`config.mk`:
```
export PLATFORM = sky130hd
export DESIGN_NAME = pmcc_ctrl
export DESIGN_NICKNAME = d
export VERILOG_FILES = /design/src/include/pmcc_pkg.sv /design/src/core/pmcc_ctrl.sv
export SDC_FILE = /design/constraint.sdc
export NUM_CORES = 1
export LEC_CHECK = 0
export ABC_AREA = 1
export BUFFER_PORTS_ARGS = -buffer_cell sky130_fd_sc_hd__buf_4
export CAP_MARGIN = 20
export CORE_ASPECT_RATIO = 1.2
export CORE_MARGIN = 10
export CORE_UTILIZATION = 27
export DETAILED_ROUTE_END_ITERATION = 6
export SLEW_MARGIN = 20
export SYNTH_ARGS = -nofsm -noshare
export SYNTH_HDL_FRONTEND = slang
export SYNTH_SLANG_ARGS = --single-unit
export TNS_END_PERCENT = 5
```
`constraint.sdc`:
```
create_clock -name clk -period 1.98 [get_ports clk]
set_input_delay 0.297 -clock clk [delete_from_list [all_inputs] [get_ports clk]]
set_output_delay 0.297 -clock clk [all_outputs]
set_load 0.005 [all_outputs]
```
`src/include/pmcc_pkg.sv`:
```
package pmcc_pkg;

    // ****************************************************
    // Register map: word indexes, byte address is four times the index.
    // ****************************************************
    localparam logic [7:0] IDX_POWER_MODE = 8'h87;
    localparam logic [7:0] IDX_CLOCK_SETUP = 8'hd8;
    localparam logic [7:0] IDX_AUX_TWO = 8'hf7;
    localparam logic [7:0] IDX_WAKE_CTRL = 8'h20;
    localparam logic [7:0] IDX_MODE_STATUS = 8'h21;

    // ****************************************************
    // Reset values.
    // ****************************************************
    localparam logic [7:0] RST_POWER_MODE = 8'h00;
    localparam logic [5:0] RST_CLOCK_SETUP = 6'h23;
    localparam logic [7:0] RST_AUX_TWO = 8'h06;
    localparam logic [2:0] RST_WAKE_CTRL = 3'h0;

    // ****************************************************
    // Field positions.
    // ****************************************************
    localparam int POS_NAP = 0;
    localparam int POS_DEEP = 1;
    localparam int POS_HALT_LOW_OSC = 5;
    localparam int POS_GATE_PERIPH = 4;
    localparam int POS_GATE_HIGH = 3;
    localparam int POS_SRC_SEL = 2;
    localparam logic [7:0] MASK_POWER_MODE = 8'h8f;

    // Divider settles within this many clock cycles.
    localparam logic [4:0] DIV_SETTLE_CYC = 5'h10;

    // ****************************************************
    // Operating states.
    // ****************************************************
    typedef enum logic [1:0] {
        MODE_RUN = 2'b00,
        MODE_NAP = 2'b01,
        MODE_HALT = 2'b10,
        MODE_STOP = 2'b11
    } pmcc_mode_type;

    // Clock enables that leave the block together.
    typedef struct packed {
        logic cpu;
        logic fast_osc;
        logic slow_osc;
        logic periph;
        logic tmr3;
        logic wdt;
    } pmcc_gates_type;

endpackage

```
`src/core/pmcc_ctrl.sv`:
```
// Functional notes
// - Fast mode is CPU on fast oscillator, slow mode on slow oscillator.
// - Writing one to nap_request enters idle mode.
// - Idle mode keeps either fast or slow clock as system source.
// - Idle stops the CPU clock, peripherals keep running.
// - gate_peripherals_in_nap stops timer0-2, UART, ADC clocks in idle.
// - Idle ends on reset or any enabled interrupt.
// - deep_sleep_request with halt_low_osc_in_deep_sleep zero enters halt.
// - Halt stops all clocks except the slow oscillator and an enabled timer3 and watchdog.
// - Halt ends on reset, pin wake-up or timer3 interrupt.
// - deep_sleep_request with halt_low_osc_in_deep_sleep one enters stop.
// - Stop stops every clock except an enabled watchdog.
// - Stop ends only on reset or pin wake-up.
// - No halt or stop entry while an enabled external line is low.
// - Any enabled interrupt wakes idle; pins or timer3 wake halt; only pins wake stop.
// - gate_high_osc stops fast oscillator; changes accepted only in slow mode.
// - sysclk_source_sel picks slow or fast; changes only with gate off.
// - sysclk_divider codes 00,01,10,11 divide by 16,4,2,1.
// - A new divider value takes effect within 16 cycles.
// - Writes giving an invalid clock_setup_reg combination are rejected.
// - Enabled external line wakes halt or stop regardless of global enable.
//
// Chosen here: register access over Avalon-MM.
module pmcc_ctrl (
    // Clock and reset.
    input wire logic clk,
    input wire logic rst_b,
    // Avalon-MM slave, word addressed.
    input wire logic [7:0] address,
    input wire logic read,
    input wire logic write,
    input wire logic [3:0] byteenable,
    input wire logic [31:0] writedata,
    output logic [31:0] readdata,
    output logic waitrequest,
    // Wake sources.
    input wire logic [2:0] ext_line_pin,
    input wire logic port_wake,
    input wire logic irq_pending,
    input wire logic tmr3_irq,
    input wire logic tmr3_enable,
    // Clock control outputs.
    output pmcc_pkg::pmcc_gates_type gates,
    output logic sysclk_source_sel,
    output logic sysclk_tick,
    output pmcc_pkg::pmcc_mode_type mode
);

    // ****************************************************
    // State.
    // ****************************************************
    typedef struct packed {
        pmcc_pkg::pmcc_mode_type mode;
        logic [7:0] power_mode;
        logic [5:0] clock_setup;
        logic [7:0] aux_two;
        logic [2:0] wake_en;
        logic [1:0] div_act;
        logic [3:0] div_cnt;
        logic tick;
        logic wait_b;
        logic [31:0] rdata;
        pmcc_pkg::pmcc_gates_type gates;
    } pmcc_regs_type;

    pmcc_regs_type s_r;
    pmcc_regs_type s_nxt;
    logic wr_acc;
    logic rd_req;
    logic pin_wake;
    logic entry_block;
    logic slow_run;
    logic [5:0] cs_w;
    logic [3:0] div_last;
    logic wdt_on;

    // Divider terminal count for a prescaler code.
    function automatic logic [3:0] pmcc_div_last(input logic [1:0] code);
        case (code)
            2'b00: pmcc_div_last = 4'hf;
            2'b01: pmcc_div_last = 4'h3;
            2'b10: pmcc_div_last = 4'h1;
            default: pmcc_div_last = 4'h0;
        endcase
    endfunction

    // ****************************************************
    // Decoded conditions.
    // ****************************************************
    // A low external line with its enable set is a pin wake, whatever
    // the global interrupt enable says.
    assign pin_wake = (|(~ext_line_pin & s_r.wake_en)) | port_wake;
    assign entry_block = |(~ext_line_pin & s_r.wake_en);
    assign slow_run = (s_r.mode == pmcc_pkg::MODE_RUN) &&
        !s_r.clock_setup[pmcc_pkg::POS_SRC_SEL];
    assign wr_acc = write && !read && !s_r.wait_b && byteenable[0];
    assign rd_req = read && !write;
    assign div_last = pmcc_div_last(s_r.div_act);

    // ****************************************************
    // Next state.
    // ****************************************************
    always_comb begin
        s_nxt = s_r;
        cs_w = s_r.clock_setup;
        wdt_on = 1'b0;
        s_nxt.tick = 1'b0;

        // Bus handshake: one wait cycle, then the answer edge.
        s_nxt.wait_b = !((read || write) && s_r.wait_b);
        if (rd_req && s_r.wait_b) begin
            case (address)
                pmcc_pkg::IDX_POWER_MODE: s_nxt.rdata = {24'h0, s_r.power_mode};
                pmcc_pkg::IDX_CLOCK_SETUP: s_nxt.rdata = {26'h0, s_r.clock_setup};
                pmcc_pkg::IDX_AUX_TWO: s_nxt.rdata = {24'h0, s_r.aux_two};
                pmcc_pkg::IDX_WAKE_CTRL: s_nxt.rdata = {29'h0, s_r.wake_en};
                pmcc_pkg::IDX_MODE_STATUS: s_nxt.rdata = {24'h0, s_r.mode,
                    s_r.div_act, s_r.gates.fast_osc, s_r.gates.slow_osc,
                    entry_block, pin_wake};
                default: s_nxt.rdata = 32'h0;
            endcase
        end

        // Register writes.
        if (wr_acc) begin
            case (address)
                pmcc_pkg::IDX_POWER_MODE: begin
                    s_nxt.power_mode = writedata[7:0] & pmcc_pkg::MASK_POWER_MODE;
                end
                pmcc_pkg::IDX_CLOCK_SETUP: begin
                    cs_w[5:4] = writedata[5:4];
                    cs_w[1:0] = writedata[1:0];
                    // Fast oscillator gate moves only in slow run mode.
                    if (slow_run) begin
                        cs_w[pmcc_pkg::POS_GATE_HIGH] =
                            writedata[pmcc_pkg::POS_GATE_HIGH];
                    end
                    // Source moves only with the fast oscillator running,
                    // and never into fast source with the gate set.
                    if (!s_r.clock_setup[pmcc_pkg::POS_GATE_HIGH] &&
                        !cs_w[pmcc_pkg::POS_GATE_HIGH]) begin
                        cs_w[pmcc_pkg::POS_SRC_SEL] =
                            writedata[pmcc_pkg::POS_SRC_SEL];
                    end
                    s_nxt.clock_setup = cs_w;
                end
                pmcc_pkg::IDX_AUX_TWO: s_nxt.aux_two = writedata[7:0];
                pmcc_pkg::IDX_WAKE_CTRL: s_nxt.wake_en = writedata[2:0];
                default: begin
                end
            endcase
        end

        // Mode sequencing.
        case (s_r.mode)
            pmcc_pkg::MODE_RUN: begin
                if (s_r.power_mode[pmcc_pkg::POS_DEEP]) begin
                    if (entry_block) begin
                        // Refused entry drops the request so the CPU
                        // carries on instead of sleeping later.
                        s_nxt.power_mode[pmcc_pkg::POS_DEEP] = 1'b0;
                    end else if (s_r.clock_setup[pmcc_pkg::POS_HALT_LOW_OSC]) begin
                        s_nxt.mode = pmcc_pkg::MODE_STOP;
                    end else begin
                        s_nxt.mode = pmcc_pkg::MODE_HALT;
                    end
                end else if (s_r.power_mode[pmcc_pkg::POS_NAP]) begin
                    s_nxt.mode = pmcc_pkg::MODE_NAP;
                end
            end
            pmcc_pkg::MODE_NAP: begin
                if (irq_pending || pin_wake) begin
                    s_nxt.mode = pmcc_pkg::MODE_RUN;
                    s_nxt.power_mode[pmcc_pkg::POS_NAP] = 1'b0;
                end
            end
            pmcc_pkg::MODE_HALT: begin
                if (pin_wake || tmr3_irq) begin
                    s_nxt.mode = pmcc_pkg::MODE_RUN;
                    s_nxt.power_mode[pmcc_pkg::POS_DEEP] = 1'b0;
                end
            end
            pmcc_pkg::MODE_STOP: begin
                if (pin_wake) begin
                    s_nxt.mode = pmcc_pkg::MODE_RUN;
                    s_nxt.power_mode[pmcc_pkg::POS_DEEP] = 1'b0;
                end
            end
            default: s_nxt.mode = pmcc_pkg::MODE_RUN;
        endcase

        // Watchdog clock: 0x never, 10 only in run, 11 always.
        case (s_r.aux_two[7:6])
            2'b10: wdt_on = (s_nxt.mode == pmcc_pkg::MODE_RUN);
            2'b11: wdt_on = 1'b1;
            default: wdt_on = 1'b0;
        endcase

        // Clock gates follow the next mode so they switch with it.
        s_nxt.gates.cpu = (s_nxt.mode == pmcc_pkg::MODE_RUN);
        s_nxt.gates.periph = (s_nxt.mode == pmcc_pkg::MODE_RUN) ||
            ((s_nxt.mode == pmcc_pkg::MODE_NAP) &&
            !s_nxt.clock_setup[pmcc_pkg::POS_GATE_PERIPH]);
        s_nxt.gates.fast_osc = ((s_nxt.mode == pmcc_pkg::MODE_RUN) ||
            (s_nxt.mode == pmcc_pkg::MODE_NAP)) &&
            !s_nxt.clock_setup[pmcc_pkg::POS_GATE_HIGH];
        s_nxt.gates.tmr3 = (s_nxt.mode != pmcc_pkg::MODE_STOP) &&
            tmr3_enable;
        s_nxt.gates.wdt = wdt_on;
        // The slow oscillator feeds the watchdog, so stop keeps it alive
        // only for an enabled watchdog.
        s_nxt.gates.slow_osc = (s_nxt.mode != pmcc_pkg::MODE_STOP) ||
            wdt_on;

        // Prescaler: a new code is adopted only at the end of a period,
        // which keeps every tick period whole at the cost of latency.
        if (s_r.div_cnt >= div_last) begin
            s_nxt.div_cnt = 4'h0;
            s_nxt.tick = 1'b1;
            s_nxt.div_act = s_nxt.clock_setup[1:0];
        end else begin
            s_nxt.div_cnt = s_r.div_cnt + 4'h1;
        end
    end

    // ****************************************************
    // State register.
    // ****************************************************
    always_ff @(posedge clk or negedge rst_b) begin
        if (!rst_b) begin
            s_r <= '{mode: pmcc_pkg::MODE_RUN,
                power_mode: pmcc_pkg::RST_POWER_MODE,
                clock_setup: pmcc_pkg::RST_CLOCK_SETUP,
                aux_two: pmcc_pkg::RST_AUX_TWO,
                wake_en: pmcc_pkg::RST_WAKE_CTRL,
                div_act: 2'b11, div_cnt: 4'h0, tick: 1'b0,
                wait_b: 1'b1, rdata: 32'h0,
                gates: '{cpu: 1'b1, fast_osc: 1'b1, slow_osc: 1'b1,
                periph: 1'b1, tmr3: 1'b0, wdt: 1'b0}};
        end else begin
            s_r <= s_nxt;
        end
    end

    // Outputs straight from the state register.
    assign readdata = s_r.rdata;
    assign waitrequest = s_r.wait_b;
    assign gates = s_r.gates;
    assign sysclk_source_sel = s_r.clock_setup[pmcc_pkg::POS_SRC_SEL];
    assign sysclk_tick = s_r.tick;
    assign mode = s_r.mode;

    // Cycles the written divider code has waited to be adopted.
    logic [4:0] div_age_r;
    always_ff @(posedge clk or negedge rst_b) begin
        if (!rst_b) begin
            div_age_r <= 5'h0;
        end else if (s_r.clock_setup[1:0] == s_r.div_act) begin
            div_age_r <= 5'h0;
        end else begin
            div_age_r <= div_age_r + 5'h1;
        end
    end
endmodule // pmcc_ctrl

```
# After elaboration in Yosys (flattened, before gate mapping)
# Index checks and enable logic that the tools add are counted.
[op_classes]
reduce_logical = 35
bitwise_logic = 3
add_sub_neg = 1
mux = 29
eq_ne = 14
order_cmp = 1
[ops]
columns = ["cell", "n"]
rows = [
  ["$pmux 8 s5", 1],
  ["$eq 8x8->1 const B", 3],
  ["$mux 19", 1],
  ["$eq 8x6->1 const B", 2],
  ["$mux 2", 7],
  ["$mux 1", 12],
  ["$pmux 4 s3", 1],
  ["$logic_and 1x1->1", 11],
  ["$eq 2x2->1 const B", 5],
  ["$logic_not 1->1", 9],
  ["$mux 8", 1],
  ["$pmux 2 s4", 1],
  ["$reduce_and 2->1", 4],
  ["$eq 2x1->1 const B", 3],
  ["$logic_not 2->1", 3],
  ["$logic_or 1x1->1", 6],
  ["$mux 6", 1],
  ["$add 4x1->4 const B", 1],
  ["$ge 4x4->1", 1],
  ["$mux 4", 1],
  ["$and 3x3->3", 1],
  ["$mux 3", 1],
  ["$not 3->3", 1],
  ["$pmux 1 s3", 1],
  ["5 further kinds", 5],
]
[totals]
ff_bits = 70
output_inout_bits = 43
elab_cells = 102

# Longest topological paths before layout
[logic_depth]
ltp_word = 13
mapped_depth = 10
ltp_nobuf = 10

# Worst setup path before layout
# No wires, ideal clock.
[synth_path]
path_type = "register to register"
start = "register s_r[45] (netlist name)"
end = "register s_r[44] (netlist name)"
path_buffers = 0
path_stages_with_launch = 8
slack_ns = 0.510
arrival_ns = 1.385
period_less_slack_ns = 1.470
required_ns = 1.895
cell_sequence = "dfstp_2 -> inv_1 -> nand2_1 -> ha_1 -> a21oi_1 -> nand3_1 -> nand2_1 -> o21ai_1"
[synth_between]
elab_chain_cells = 3
[synth_lines]
columns = ["element", "line", "text"]
rows = [
  ["from (decl)", "pmcc_ctrl.sv:66", "pmcc_regs_type s_r;"],
  ["from (signal assigned)", "pmcc_ctrl.sv:231", "s_r <= '{mode: pmcc_pkg::MODE_RUN,"],
  ["from (signal assigned)", "pmcc_ctrl.sv:241", "s_r <= s_nxt;"],
  ["$eq 2x2->1, or another cell as far along", "pmcc_ctrl.sv:79", "case (code)"],
  ["$pmux 4 s3 *", "pmcc_ctrl.sv:79", ""],
  ["$ge 4x4->1 *", "pmcc_ctrl.sv:217", "if (s_r.div_cnt >= div_last) begin"],
]
# Mark *: on every way between the ends. The rest lies on a longest branch, timed or not.
# A chain may end at the register's enable or synchronous reset.

# Final worst setup path
[layout_path]
start = "register s_r[45] (netlist name)"
end = "register s_r[45] (netlist name)"
# The elaborated chain is that of the path after synthesis.

==> reports/results.ini <==
[status]
outcome = finished, final reports clean

[global_route]
grt_usage_pct = 9.216
grt_pass1_vias = 2123
grt_max_degree = 47
grt_pass1_wl_um = 10210
grt-ovfl-total = 0
antenna_found_initial = 0

[run]
max_cap_violations = 0

[clock_tree]
cts_buffer_depth = 2
cts_made_buffers = 5
cts_tree = built
clk_pin_slew_ps = 60
holdBufCountCts = 0
root_buffer = clkbuf_16
ctsResizeCount = 0
htree_levels = 2
cts_setup_buffers = 0
insertion_delay_ps = 290
cts_sinks = 46

[layout]
layout-drive-gt1-share_pct = 23.22
final_area_um2 = 3040
fill_cells = 1020
nNetsFinal = 425
fin_util_pct = 32.12
area_growth_pct = 16.55
antenna_cells = 0
instances_no_fill = 489

[placed_design]
dp_cells = 481
dpl-instance-area_um2 = 2904
port_buffers = 46
dp_hpwl_um = 5074
gp_congestion = 0.8245

[floorplan]
chipHeight_um = 127.7
rows = 39
initial_utilization_pct = 27.56
dieArea_um2 = 14010
io_pins = 98
core_um2 = 9467
die_w_um = 109.7

[synth]
synth_cell_types = 29
ys_top_cells_by_count = 93 x nand2_1, 42 x buf_4, 37 x inv_1
ys_async_sr_fraction_pct = 100.0
synth_edf_count = 0
yosys_warnings = 0
yosys_register_bits = 46
postSynthCellCount = 328
ys.flop_type = dfrtp_1
synth_most_common_cell = nand2_1
yosysTopAreaCellShare_pct = 32.61
syn_area_um2 = 2609
ys_top_cells_by_area = dfrtp_1 33%, nand2_1 13%, dfstp_2 12%, buf_4 12%, inv_1 5.3%
synth.largest_area_cell = dfrtp_1
syn_area_per_cell_um2 = 7.954
ys_seq_area_share_pct = 44.70

[setup_path]
startpoint_type = flip-flop
path_cells = inv_1 > nand2_1 > ha_1 > a21oi_1 > nand3_1 > nand2_1 > o21ai_1
crit_arrival_ps = 1870
critPathMostFrequentCell = nand2_1
required_ps = 2180
max_stage_delay_ps = 560
crit_slowest_cell = dfstp_2
path_buf_inv = 1
crit_type = flip-flop to flip-flop
worst_setup_path_end_kind = flip-flop
path_max_fanout = 9
cp_top_family = flip-flops

[pwr]
power.total_mw = 2.207
p_per_area_nw_per_um2 = 725.9
p_leak_nw = 1.584
vdd_drop_max_v = 0.0003179

[detailed_routing]
drt-initial-drc-count = 102
antenna_left = 0
wl_per_cell_um = 12.83
drc = 0
first_pass_iters = 4
vias_per_cell = 4.149
vias = 2029
routed_wl_um = 6275

[sta]
slew_headroom_pct = 61.82
fmax_mhz = 601.6
period_minus_slack_ps = 1662
final.setup.tns_ps = 0
finalClockSkew_ps = 6.220
setup_violations = 0
hold_viol = 0
worstMarginPinSlew_ps = 572.8
drv_slew = 0
fin_crit_sh_pct = 83.95
rsz0062_at_grt = no

[hold_path]
hold_path_class = input pin to async pin

==> metal layers <==
metal	up-vias	global-route usage [%]	routed length (um)
met5	-	0	0
met4	0	3.298	111
met3	8	3.018	537
met2	47	16.55	3269
met1	927	9.703	2356
li1	1047	-	-
==> sequential cells by signal (all words and copies together), names as in the netlist <==
signal / flops
s_r: 27
readdata: 8
gates: 6
mode: 2
sysclk_source_sel: 1
sysclk_tick: 1
waitrequest: 1
==> worst reg2reg max path: stages, from the launching register on <==
cell and delay, ps:
dfstp_2 560, inv_1 60, nand2_1 90, ha_1 260
a21oi_1 130, nand3_1 270, nand2_1 150, o21ai_1 70
==> cells by family after synthesis <==
| family | count (synthesis) | synth area share, % |
|---|---|---|
| fa+ha+maj | 5 | 2.398 |
| compound gates | 26 | 5.948 |
| mux | 3 | 1.295 |
| flops | 46 | 44.70 |
| other cells | 1 | 0.1437 |
| xor+xnor | 2 | 0.6716 |
| buf+inv | 82 | 17.89 |
| simple gates | 163 | 26.95 |
==> placed cells by master (no fill, tap or decap), types with 5 or more instances in the layout <==
master     synthesis  final
buf_4             42     50
clkbuf_16          0      5
nand4_1            7      7
nand3_1           23     23
o21ai_0           14     14
nor2_1            26     26
ha_1               5      5
conb_1             1     24
nand2_1           93     93
dfstp_2           12     12
inv_1             37     37
dfrtp_1           34     34
==> cell type report <==
cell class                      count  area (um2)  share of cell area [%]
Tap cell                          123       153.9                   5.062
Inverter                           39       146.4                   4.815
Clock buffer                        8       136.4                   4.486
Timing Repair Buffer               50       375.4                   12.35
Sequential cell                    46        1166                   38.35
Multi-Input combinational cell    223        1062                   34.94
==> where the power goes <==
| part | total, mW | switching [mW] | internal, mW | leakage, nW |
|---|---|---|---|---|
| logic | 0.335 | 0.182 | 0.153 | 0.948 |
| registers | 1.07 | 0.0527 | 1.02 | 0.571 |
| clock network | 0.801 | 0.331 | 0.470 | 0.0652 |
| total | 2.21 | 0.566 | 1.64 | 1.58 |
==> through the flow <==
| step | hold WS (ps) | setup slack (ps) |
|---|---|---|
| floorplan | 1.409 | 510.1 |
| global placement | 344.7 | 336.3 |
| detailed placement | 348.3 | 303.9 |
| CTS | 40.90 | 292.7 |
| global route | 66.61 | 54.95 |
| finish | 10.97 | 317.7 |
==> final timing paths <==
kind | from | to | slack (ps) | cells after the start
max | s_r[45] | s_r[45] | 320 | 7
min | rst_b | readdata[4] | 10 | 1
max reg2reg | s_r[45] | s_r[45] | 320 | 7
min reg2reg | s_r[66] | s_r[66] | 480 | 2
max in group asynchronous | rst_b | s_r[44] | 1580 | 1
min in group clk | write | waitrequest | 180 | 2
No activity file was read; power rests on OpenSTA's default activity.
